--- src/verilog/ati_params.svh ---
`ifndef ATI_PARAMS_SVH
`define ATI_PARAMS_SVH

// ****************************************
// Register offsets
// ****************************************
`define ATI_Z_LOW_ADDR       8'h2c
`define ATI_Z_HIGH_ADDR      8'h2d
`define ATI_ONE_CONFIG_ADDR  8'h30
`define ATI_ONE_SOURCE_ADDR  8'h31
`define ATI_ONE_THRESH_ADDR  8'h32
`define ATI_ONE_DUR_ADDR     8'h33
`define ATI_TWO_CONFIG_ADDR  8'h34
`define ATI_TWO_SOURCE_ADDR  8'h35
`define ATI_TWO_THRESH_ADDR  8'h36
`define ATI_TWO_DUR_ADDR     8'h37

// ****************************************
// Reset values and field layout
// ****************************************
`define ATI_CONFIG_RESET     8'h00
`define ATI_SOURCE_RESET     8'h00
`define ATI_THRESH_RESET     7'h00
`define ATI_DUR_RESET        7'h00
`define ATI_CONFIG_WMASK     8'hbf
`define ATI_VALUE_WIDTH      7
`define ATI_DUR_MAX          7'h7f
`define ATI_UNMAPPED_DATA    8'h00

`endif

--- src/verilog/ati_pkg.sv ---
package ati_pkg;

	// Per-generator configuration layout
	typedef struct packed {
		logic and_or_select;
		logic fixed_zero;
		logic z_above_enable;
		logic z_below_enable;
		logic y_above_enable;
		logic y_below_enable;
		logic x_above_enable;
		logic x_below_enable;
	} ati_config_t;

	// Per-generator source layout
	typedef struct packed {
		logic fixed_zero;
		logic interrupt_active;
		logic z_above_flag;
		logic z_below_flag;
		logic y_above_flag;
		logic y_below_flag;
		logic x_above_flag;
		logic x_below_flag;
	} ati_source_t;

	// One acceleration sample of all three axes
	typedef struct packed {
		logic [15:0] z;
		logic [15:0] y;
		logic [15:0] x;
	} ati_sample_t;

	// Pin routing codes
	typedef enum logic [1:0] {
		ATI_ROUTE_OWN   = 2'b00,
		ATI_ROUTE_BOTH  = 2'b01,
		ATI_ROUTE_READY = 2'b10,
		ATI_ROUTE_BOOT  = 2'b11
	} ati_route_t;

endpackage

--- src/verilog/ati_generator.sv ---
`timescale 1ns/1ps
`default_nettype none
`include "ati_params.svh"

module ati_generator (
	input  wire logic                 clk,         // System clock
	input  wire logic                 rst_n,       // Async reset, low
	input  wire logic                 sample_tick, // One pulse per sample
	input  wire ati_pkg::ati_sample_t sample,      // Current sample
	input  wire ati_pkg::ati_config_t config_reg,  // Enables and mode
	input  wire logic [6:0]           threshold,   // Threshold value
	input  wire logic [6:0]           duration,    // Minimum duration
	input  wire logic                 latch_sel,   // Latch select
	input  wire logic                 source_read, // Source read pulse
	output ati_pkg::ati_source_t      source       // Source register
);

	// ****************************************
	// Comparison
	// ****************************************
	// Magnitude of the high byte keeps the 7-bit threshold meaningful
	function automatic logic [7:0] mag(input logic [15:0] v);
		logic [7:0] hb;
		hb = v[15:8];
		mag = hb[7] ? 8'(~hb + 8'h01) : hb;
	endfunction

	logic [5:0] hit;
	logic [5:0] enables;
	logic [5:0] events;
	logic       combined;
	logic       qualified;
	logic [6:0] dur_count;
	logic [6:0] next_dur_count;
	ati_pkg::ati_source_t next_source;

	// Raw high/low conditions per axis, ordered as the flags
	always_comb begin
		hit[5] = mag(sample.z) > {1'b0, threshold};
		hit[4] = mag(sample.z) < {1'b0, threshold};
		hit[3] = mag(sample.y) > {1'b0, threshold};
		hit[2] = mag(sample.y) < {1'b0, threshold};
		hit[1] = mag(sample.x) > {1'b0, threshold};
		hit[0] = mag(sample.x) < {1'b0, threshold};
		enables = config_reg[5:0];
		events = hit & enables;
		// AND needs at least one enable, else it would fire idle
		if (config_reg.and_or_select) begin
			combined = (enables != 6'h00) && (events == enables);
		end else begin
			combined = |events;
		end
	end

	// ****************************************
	// Duration and source
	// ****************************************
	// Counter steps per sample, so duration scales with data rate
	always_comb begin
		next_dur_count = dur_count;
		qualified = sample_tick && combined && (dur_count >= duration);
		if (sample_tick) begin
			if (!combined) begin
				next_dur_count = 7'h00;
			end else if (dur_count != `ATI_DUR_MAX) begin
				next_dur_count = dur_count + 7'h01;
			end
		end
		next_source = source;
		if (source_read) begin
			next_source.interrupt_active = 1'b0;
			if (latch_sel) begin
				next_source[5:0] = 6'h00;
			end
		end
		if (sample_tick && !latch_sel) begin
			next_source[5:0] = qualified ? events : 6'h00;
		end
		// Set wins over a read in the same cycle
		if (qualified) begin
			next_source.interrupt_active = 1'b1;
			if (latch_sel) begin
				next_source[5:0] = next_source[5:0] | events;
			end
		end
		next_source.fixed_zero = 1'b0;
	end

	// State registers
	always_ff @(posedge clk or negedge rst_n) begin
		if (!rst_n) begin
			dur_count <= 7'h00;
			source    <= `ATI_SOURCE_RESET;
		end else begin
			dur_count <= next_dur_count;
			source    <= next_source;
		end
	end

endmodule
`default_nettype wire

--- src/verilog/ati_pin_route.sv ---
`timescale 1ns/1ps
`default_nettype none

module ati_pin_route (
	input  wire logic              clk,        // System clock
	input  wire logic              rst_n,      // Async reset, low
	input  wire ati_pkg::ati_route_t route,     // Routing code
	input  wire logic              own_irq,    // Own generator
	input  wire logic              other_irq,  // Other generator
	input  wire logic              data_ready, // Data ready level
	input  wire logic              boot_busy,  // Boot running level
	output logic                   pin         // Interrupt pin level
);

	logic next_pin;

	// Select the pin source
	always_comb begin
		unique case (route)
			ati_pkg::ATI_ROUTE_OWN:   next_pin = own_irq;
			ati_pkg::ATI_ROUTE_BOTH:  next_pin = own_irq | other_irq;
			ati_pkg::ATI_ROUTE_READY: next_pin = data_ready;
			ati_pkg::ATI_ROUTE_BOOT:  next_pin = boot_busy;
		endcase
	end

	// Registered so the pin never glitches
	always_ff @(posedge clk or negedge rst_n) begin
		if (!rst_n) begin
			pin <= 1'b0;
		end else begin
			pin <= next_pin;
		end
	end

endmodule
`default_nettype wire

--- src/verilog/ati_top.sv ---
`timescale 1ns/1ps
`default_nettype none
`include "ati_params.svh"

module ati_top (
	input  wire logic        CLK,             // 125 MHz clock
	input  wire logic        RST_N,           // Async reset, low
	input  wire logic        SAMPLE_VALID,    // New sample pulse
	input  wire logic [15:0] SAMPLE_X,        // X acceleration
	input  wire logic [15:0] SAMPLE_Y,        // Y acceleration
	input  wire logic [15:0] SAMPLE_Z,        // Z acceleration
	input  wire logic        DATA_READY,      // Data ready level
	input  wire logic        BOOT_RUNNING,    // Boot running level
	input  wire logic        LATCH_SELECT_ONE, // Latch for one
	input  wire logic        LATCH_SELECT_TWO, // Latch for two
	input  wire logic [1:0]  PIN_ONE_ROUTING, // Pin one source
	input  wire logic [1:0]  PIN_TWO_ROUTING, // Pin two source
	input  wire logic [7:0]  REG_ADDR,        // Register address
	input  wire logic        REG_WR,          // Write strobe
	input  wire logic [7:0]  REG_WDATA,       // Write data
	input  wire logic        REG_RD,          // Read strobe
	output logic      [7:0]  REG_RDATA,       // Read data
	output logic             REG_RVALID,      // Read data valid
	output logic             INT_ONE,         // First interrupt pin
	output logic             INT_TWO          // Second interrupt pin
);

	// ****************************************
	// Declarations
	// ****************************************
	ati_pkg::ati_sample_t sample;
	ati_pkg::ati_sample_t next_sample;
	ati_pkg::ati_config_t cfg_one;
	ati_pkg::ati_config_t cfg_two;
	ati_pkg::ati_config_t next_cfg_one;
	ati_pkg::ati_config_t next_cfg_two;
	ati_pkg::ati_source_t src_one;
	ati_pkg::ati_source_t src_two;
	logic [6:0] thr_one;
	logic [6:0] thr_two;
	logic [6:0] dur_one;
	logic [6:0] dur_two;
	logic [6:0] next_thr_one;
	logic [6:0] next_thr_two;
	logic [6:0] next_dur_one;
	logic [6:0] next_dur_two;
	logic       tick;
	logic       next_tick;
	logic       read_one;
	logic       read_two;
	logic [7:0] next_rdata;
	logic       next_rvalid;

	// Address match shared by reads and writes
	function automatic logic hit(
		input logic [7:0] addr,
		input logic [7:0] target
	);
		hit = (addr == target);
	endfunction

	// Config write keeps the fixed-zero bit clear
	function automatic ati_pkg::ati_config_t cfg_wr(
		input logic [7:0] data
	);
		cfg_wr = ati_pkg::ati_config_t'(data & `ATI_CONFIG_WMASK);
	endfunction

	// ****************************************
	// Sample capture
	// ****************************************
	// Samples arrive from logic on the same clock
	// A tick lines up with the captured sample one cycle later
	always_comb begin
		next_sample = sample;
		next_tick = SAMPLE_VALID;
		if (SAMPLE_VALID) begin
			next_sample.x = SAMPLE_X;
			next_sample.y = SAMPLE_Y;
			next_sample.z = SAMPLE_Z;
		end
	end

	// Sample registers
	always_ff @(posedge CLK or negedge RST_N) begin
		if (!RST_N) begin
			sample <= '0;
			tick   <= 1'b0;
		end else begin
			sample <= next_sample;
			tick   <= next_tick;
		end
	end

	// ****************************************
	// Writable registers
	// ****************************************
	// Source addresses are absent here, so writes there do nothing
	always_comb begin
		next_cfg_one = cfg_one;
		next_cfg_two = cfg_two;
		next_thr_one = thr_one;
		next_thr_two = thr_two;
		next_dur_one = dur_one;
		next_dur_two = dur_two;
		if (REG_WR) begin
			if (hit(REG_ADDR, `ATI_ONE_CONFIG_ADDR)) begin
				next_cfg_one = cfg_wr(REG_WDATA);
			end
			if (hit(REG_ADDR, `ATI_TWO_CONFIG_ADDR)) begin
				next_cfg_two = cfg_wr(REG_WDATA);
			end
			if (hit(REG_ADDR, `ATI_ONE_THRESH_ADDR)) begin
				next_thr_one = REG_WDATA[6:0];
			end
			if (hit(REG_ADDR, `ATI_TWO_THRESH_ADDR)) begin
				next_thr_two = REG_WDATA[6:0];
			end
			if (hit(REG_ADDR, `ATI_ONE_DUR_ADDR)) begin
				next_dur_one = REG_WDATA[6:0];
			end
			if (hit(REG_ADDR, `ATI_TWO_DUR_ADDR)) begin
				next_dur_two = REG_WDATA[6:0];
			end
		end
	end

	// Configuration registers
	always_ff @(posedge CLK or negedge RST_N) begin
		if (!RST_N) begin
			cfg_one <= `ATI_CONFIG_RESET;
			cfg_two <= `ATI_CONFIG_RESET;
			thr_one <= `ATI_THRESH_RESET;
			thr_two <= `ATI_THRESH_RESET;
			dur_one <= `ATI_DUR_RESET;
			dur_two <= `ATI_DUR_RESET;
		end else begin
			cfg_one <= next_cfg_one;
			cfg_two <= next_cfg_two;
			thr_one <= next_thr_one;
			thr_two <= next_thr_two;
			dur_one <= next_dur_one;
			dur_two <= next_dur_two;
		end
	end

	// ****************************************
	// Source read side effects
	// ****************************************
	// A read pulse acknowledges the generator it addresses
	assign read_one = REG_RD && hit(REG_ADDR, `ATI_ONE_SOURCE_ADDR);
	assign read_two = REG_RD && hit(REG_ADDR, `ATI_TWO_SOURCE_ADDR);

	// ****************************************
	// Generators
	// ****************************************
	// Two independent copies, each with its own registers
	ati_generator u_gen_one (
		.clk         (CLK),
		.rst_n       (RST_N),
		.sample_tick (tick),
		.sample      (sample),
		.config_reg  (cfg_one),
		.threshold   (thr_one),
		.duration    (dur_one),
		.latch_sel   (LATCH_SELECT_ONE),
		.source_read (read_one),
		.source      (src_one)
	);

	// Second generator
	ati_generator u_gen_two (
		.clk         (CLK),
		.rst_n       (RST_N),
		.sample_tick (tick),
		.sample      (sample),
		.config_reg  (cfg_two),
		.threshold   (thr_two),
		.duration    (dur_two),
		.latch_sel   (LATCH_SELECT_TWO),
		.source_read (read_two),
		.source      (src_two)
	);

	// ****************************************
	// Read data
	// ****************************************
	// Data shows the source as it stood before the clearing edge
	always_comb begin
		next_rvalid = REG_RD;
		next_rdata = REG_RDATA;
		if (REG_RD) begin
			unique case (REG_ADDR)
				`ATI_Z_LOW_ADDR:      next_rdata = sample.z[7:0];
				`ATI_Z_HIGH_ADDR:     next_rdata = sample.z[15:8];
				`ATI_ONE_CONFIG_ADDR: next_rdata = cfg_one;
				`ATI_ONE_SOURCE_ADDR: next_rdata = src_one;
				`ATI_ONE_THRESH_ADDR: next_rdata = {1'b0, thr_one};
				`ATI_ONE_DUR_ADDR:    next_rdata = {1'b0, dur_one};
				`ATI_TWO_CONFIG_ADDR: next_rdata = cfg_two;
				`ATI_TWO_SOURCE_ADDR: next_rdata = src_two;
				`ATI_TWO_THRESH_ADDR: next_rdata = {1'b0, thr_two};
				`ATI_TWO_DUR_ADDR:    next_rdata = {1'b0, dur_two};
				default:              next_rdata = `ATI_UNMAPPED_DATA;
			endcase
		end
	end

	// Read data registers
	always_ff @(posedge CLK or negedge RST_N) begin
		if (!RST_N) begin
			REG_RDATA  <= 8'h00;
			REG_RVALID <= 1'b0;
		end else begin
			REG_RDATA  <= next_rdata;
			REG_RVALID <= next_rvalid;
		end
	end

	// ****************************************
	// Pin routing
	// ****************************************
	// Under codes 00 and 01, pins follow the active flags, cleared by a source read
	ati_pin_route u_route_one (
		.clk        (CLK),
		.rst_n      (RST_N),
		.route      (ati_pkg::ati_route_t'(PIN_ONE_ROUTING)),
		.own_irq    (src_one.interrupt_active),
		.other_irq  (src_two.interrupt_active),
		.data_ready (DATA_READY),
		.boot_busy  (BOOT_RUNNING),
		.pin        (INT_ONE)
	);

	// Second pin, code 01 still means the OR of both
	ati_pin_route u_route_two (
		.clk        (CLK),
		.rst_n      (RST_N),
		.route      (ati_pkg::ati_route_t'(PIN_TWO_ROUTING)),
		.own_irq    (src_two.interrupt_active),
		.other_irq  (src_one.interrupt_active),
		.data_ready (DATA_READY),
		.boot_busy  (BOOT_RUNNING),
		.pin        (INT_TWO)
	);

endmodule
`default_nettype wire

--- config.mk ---
export PLATFORM = sky130hd
export DESIGN_NAME = ati_top
export DESIGN_NICKNAME = d
export VERILOG_FILES = /design/src/verilog/ati_pkg.sv /design/src/verilog/ati_generator.sv /design/src/verilog/ati_pin_route.sv /design/src/verilog/ati_top.sv
export VERILOG_INCLUDE_DIRS = /design/src /design/src/verilog
export SDC_FILE = /design/constraint.sdc
export NUM_CORES = 1
export LEC_CHECK = 0
export BUFFER_PORTS_ARGS = -buffer_cell sky130_fd_sc_hd__buf_2
export CORE_MARGIN = 3
export CORE_UTILIZATION = 30
export CTS_CLUSTER_SIZE = 12
export DETAILED_ROUTE_END_ITERATION = 16
export RECOVER_POWER = 25
export SLEW_MARGIN = 20
export SYNTH_ARGS = -nofsm -noshare
export SYNTH_HDL_FRONTEND = slang
export SYNTH_SLANG_ARGS = --single-unit
--- constraint.sdc ---
create_clock -name CLK -period 6.6 [get_ports CLK]
set_clock_uncertainty 0.1 [all_clocks]
set_input_delay 0.33 -clock CLK [delete_from_list [all_inputs] [get_ports CLK]]
set_output_delay 0.33 -clock CLK [all_outputs]
set_load 0.1 [all_outputs]
==> metrics <==
switching power 0.662 mW; Worst Hold Path EP sample[9]; Tot GR Track Use 0.165; slowest stage delay, CP 0.49 ns; placed cell count 997; global-route wire length before repair 31.2 mm; Distinct cells, synth 65; cell taking the most area after synthesis dfrtp_1; GR peak layer met2; worst hold start SAMPLE_X[9]; combinational family with the most area after synthesis compound AO/OA/AOI/OAI gates; Num Clock Sinks 114; met1 Use GR 0.231; Crit Path Class flip-flop to flip-flop; Routed Antenna Nets 0; port bufs 71; worst relative slew slack -0.833; Worst Path Arrival 4.10 ns; Synth-to-Final Area Change 19.7%; Leakage Power 3.61 nW; vias per cell 5.36; FP Rows 54; Seq/Total Area, Yosys 0.414; vias in the first global route 5441; grt total ovfl 0; R2R depth 13; DR iter-0 viols 467; peak supply drop 0.146 mV; number of diodes 0; pin slew with the least headroom to its limit 2.75 ns; design area 8250 um^2; setup repair after global routing missed its margin no; 1st-pass router iterations 7; mux contribution to synthesized area 0.117; commonest cells in the netlist dfrtp_1, mux2_2, ha_1, nand2_1, inv_1; critical path capture point type flip-flop; max cap viols 2; Synth Area in Simple Gates 0.127; crit path cell chain inv_1, ha_1, nand2b_1, o41ai_1, xnor2_1, ha_1, and3_1, a211oi_1, a21o_1, a21boi_0, o41ai_2, and3_1, o32ai_2; final setup vio count 0; type of origin of the critical path flip-flop; number of synthesized flops with an enable pin 0; Synth Area in Adders 0.111; Synth Flop Type dfrtp_1; register share of total power 0.348; Starting Density 0.310; max-slew violation count 89; Clk Latency, worst-skew pair 0.43 ns; Yosys reg bits 114; antenna violations before repair 0; Post-Syn Nets 794; placement-stage cell area 7570 um^2; Yosys warnings 0; share of post-route cells with drive strength above 1 0.248; Die Ht 158 um; clock tree buffer depth 2; Nets 875; power share of the combinational group 0.185; IO Count 88; failing checks max-capacitance violations, max-slew violations; met2 GRT Util 0.254; Gate Count Post-Synth 656; count leader, synth dfrtp_1; FFs w/ async S/R, synth 1.00; Post-Syn Area 6890 um^2; CTS resizes 0; fin worst setup slack 2.69 ns; Critical Path RT 6.79 ns; Core Box Area 22200 um^2; status finished, violations left; root cell of the clock tree clkbuf_16; post-route non-filler standard cell count 1030; largest net degree at the start of global routing 68; WL/cell 19.3 um; drt drc 0; Fin Setup TNS 0 ns; GRT met3 Usage 0.0388; clock transition at the registers of the reported paths 0.06 ns; die area 24800 um^2; Worst Path Max Fanout 7; pre-CTS setup slack 2.74 ns; final core occ 0.371; CTS tree done; hold path depth 3; syn_area_per_cell 10.5 um^2; Cell Pwr Density 278 nW/um^2; H-tree Lvls 4; cts bufs inserted 17; R2R Path End u_gen_one.dur_count[1]; detailed placement HPWL 15.0 mm; Die Span X 158 um; P_int 1.63 mW; Final period util 0.592; switching part of the total 0.289; final WL 19.9 mm; post-synth top area share 0.414; Min-Delay Path Class input port to flip-flop; final hold violation count 0; fin crit period 3.91 ns; top post-synthesis cells by area dfrtp_1, mux2_2, ha_1; slowest CP cell a211oi_1; XOR/XNOR share of the synthesized area 0.0305; clock power share 0.467; flop2flop setup slack 2.69 ns; worst r2r src sample[8]; Placer Congestion 0.867; routed via count 5523; Max Fclk 0.256 GHz; Compound-Gate Fraction of Synth Area 0.166
per-layer routing:
layer	vias up	wire length (um)
li1	2618	-
met1	2721	9470
met2	159	8850
met3	25	1170
met4	0	370
met5	-	0
cells by family (layout without fill, tap and decap cells):
kind of cell             after synthesis  in the layout
XOR/XNOR                              24             24
adder cells (fa/ha/maj)               61             61
AO/OA/AOI/OAI                        158            158
AND/OR/NAND/NOR                      164            164
buffers and inverters                 63            157
flip-flops                           114            114
multiplexers                          72             72
sequential cells by signal, summed over array words and instances, names as in the netlist, 7 cells and up:
signal,flops
sample,32
cfg_one,7
thr_one,7
dur_two,7
REG_RDATA,8
dur_one,7
u_gen_two.dur_count,7
cfg_two,7
u_gen_one.source,7
u_gen_one.dur_count,7
u_gen_two.source,7
thr_two,7
per-stage QoR:
step / power (mW) / hold WS [ns]
finish: 2.29 / 0.0126
global placement: 1.22 / 0.295
detailed placement: 1.23 / 0.300
global route: 2.40 / 0.0282
CTS: 2.31 / 0.00840
floorplan: 1.09 / -0.0656
placed cells by master, fill, tap and decap left out, types with 12 or more instances in the layout:
cell,count
a21o_1,12
o21ai_0,32
buf_2,68
dfrtp_1,114
clkbuf_16,17
ha_1,61
inv_1,52
nand3_1,17
a21oi_1,30
a22oi_1,13
xnor2_1,17
nand4_1,12
a222oi_1,15
mux2_2,70
nand2_1,55
nor2_1,27
how the worst max path moves through the flow:
stage	start	end	slack (ns)	depth (start not counted)
6_report	sample[8]	u_gen_one.dur_count[1]	2.69	13
5_1_grt	RST_N	REG_RDATA[4]	2.46	3
4_1_cts	sample[8]	u_gen_one.dur_count[1]	2.72	13
3_5_place_dp	sample[8]	u_gen_one.dur_count[1]	2.74	13
3_3_place_gp	sample[8]	u_gen_one.dur_count[1]	2.74	13
2_1_floorplan	sample[8]	u_gen_one.dur_count[1]	3.40	14
power groups by stage:
stage	Sequential [mW]	Combinational, mW	Clock (mW)
final	0.799	0.424	1.07
after detailed placement	0.810	0.421	0
after global routing	0.805	0.480	1.12
after floorplan	0.803	0.289	0
after CTS	0.798	0.425	1.08
after global placement	0.809	0.409	0
what timing repair did:
item | 4_1_cts | 5_1_grt
endpoints found under the hold margin | 47 | 0
setup endpoints to repair | 0 | 0
hold buffers | 1 | 0
setup buffers | 0 | 0
final cells by class:
type                    instances  area [um^2]
clock buffers                  21          480
well taps                     280          350
inverters                      52          195
clock inverters                11          198
flip-flops and latches        114         2850
multi-input cells             479         3800
repair buffers                 73          369
fillers                      2249        14000
critical path: cells and delay by family, from the launching register on:
kind,cells,cell delay [ns]
simple gates,3,0.67
xor+xnor,1,0.26
fa+ha+maj,2,0.53
flops,1,0.40
buf+inv,1,0.14
compound gates,6,1.68
No activity file was read; power rests on OpenSTA's default activity.
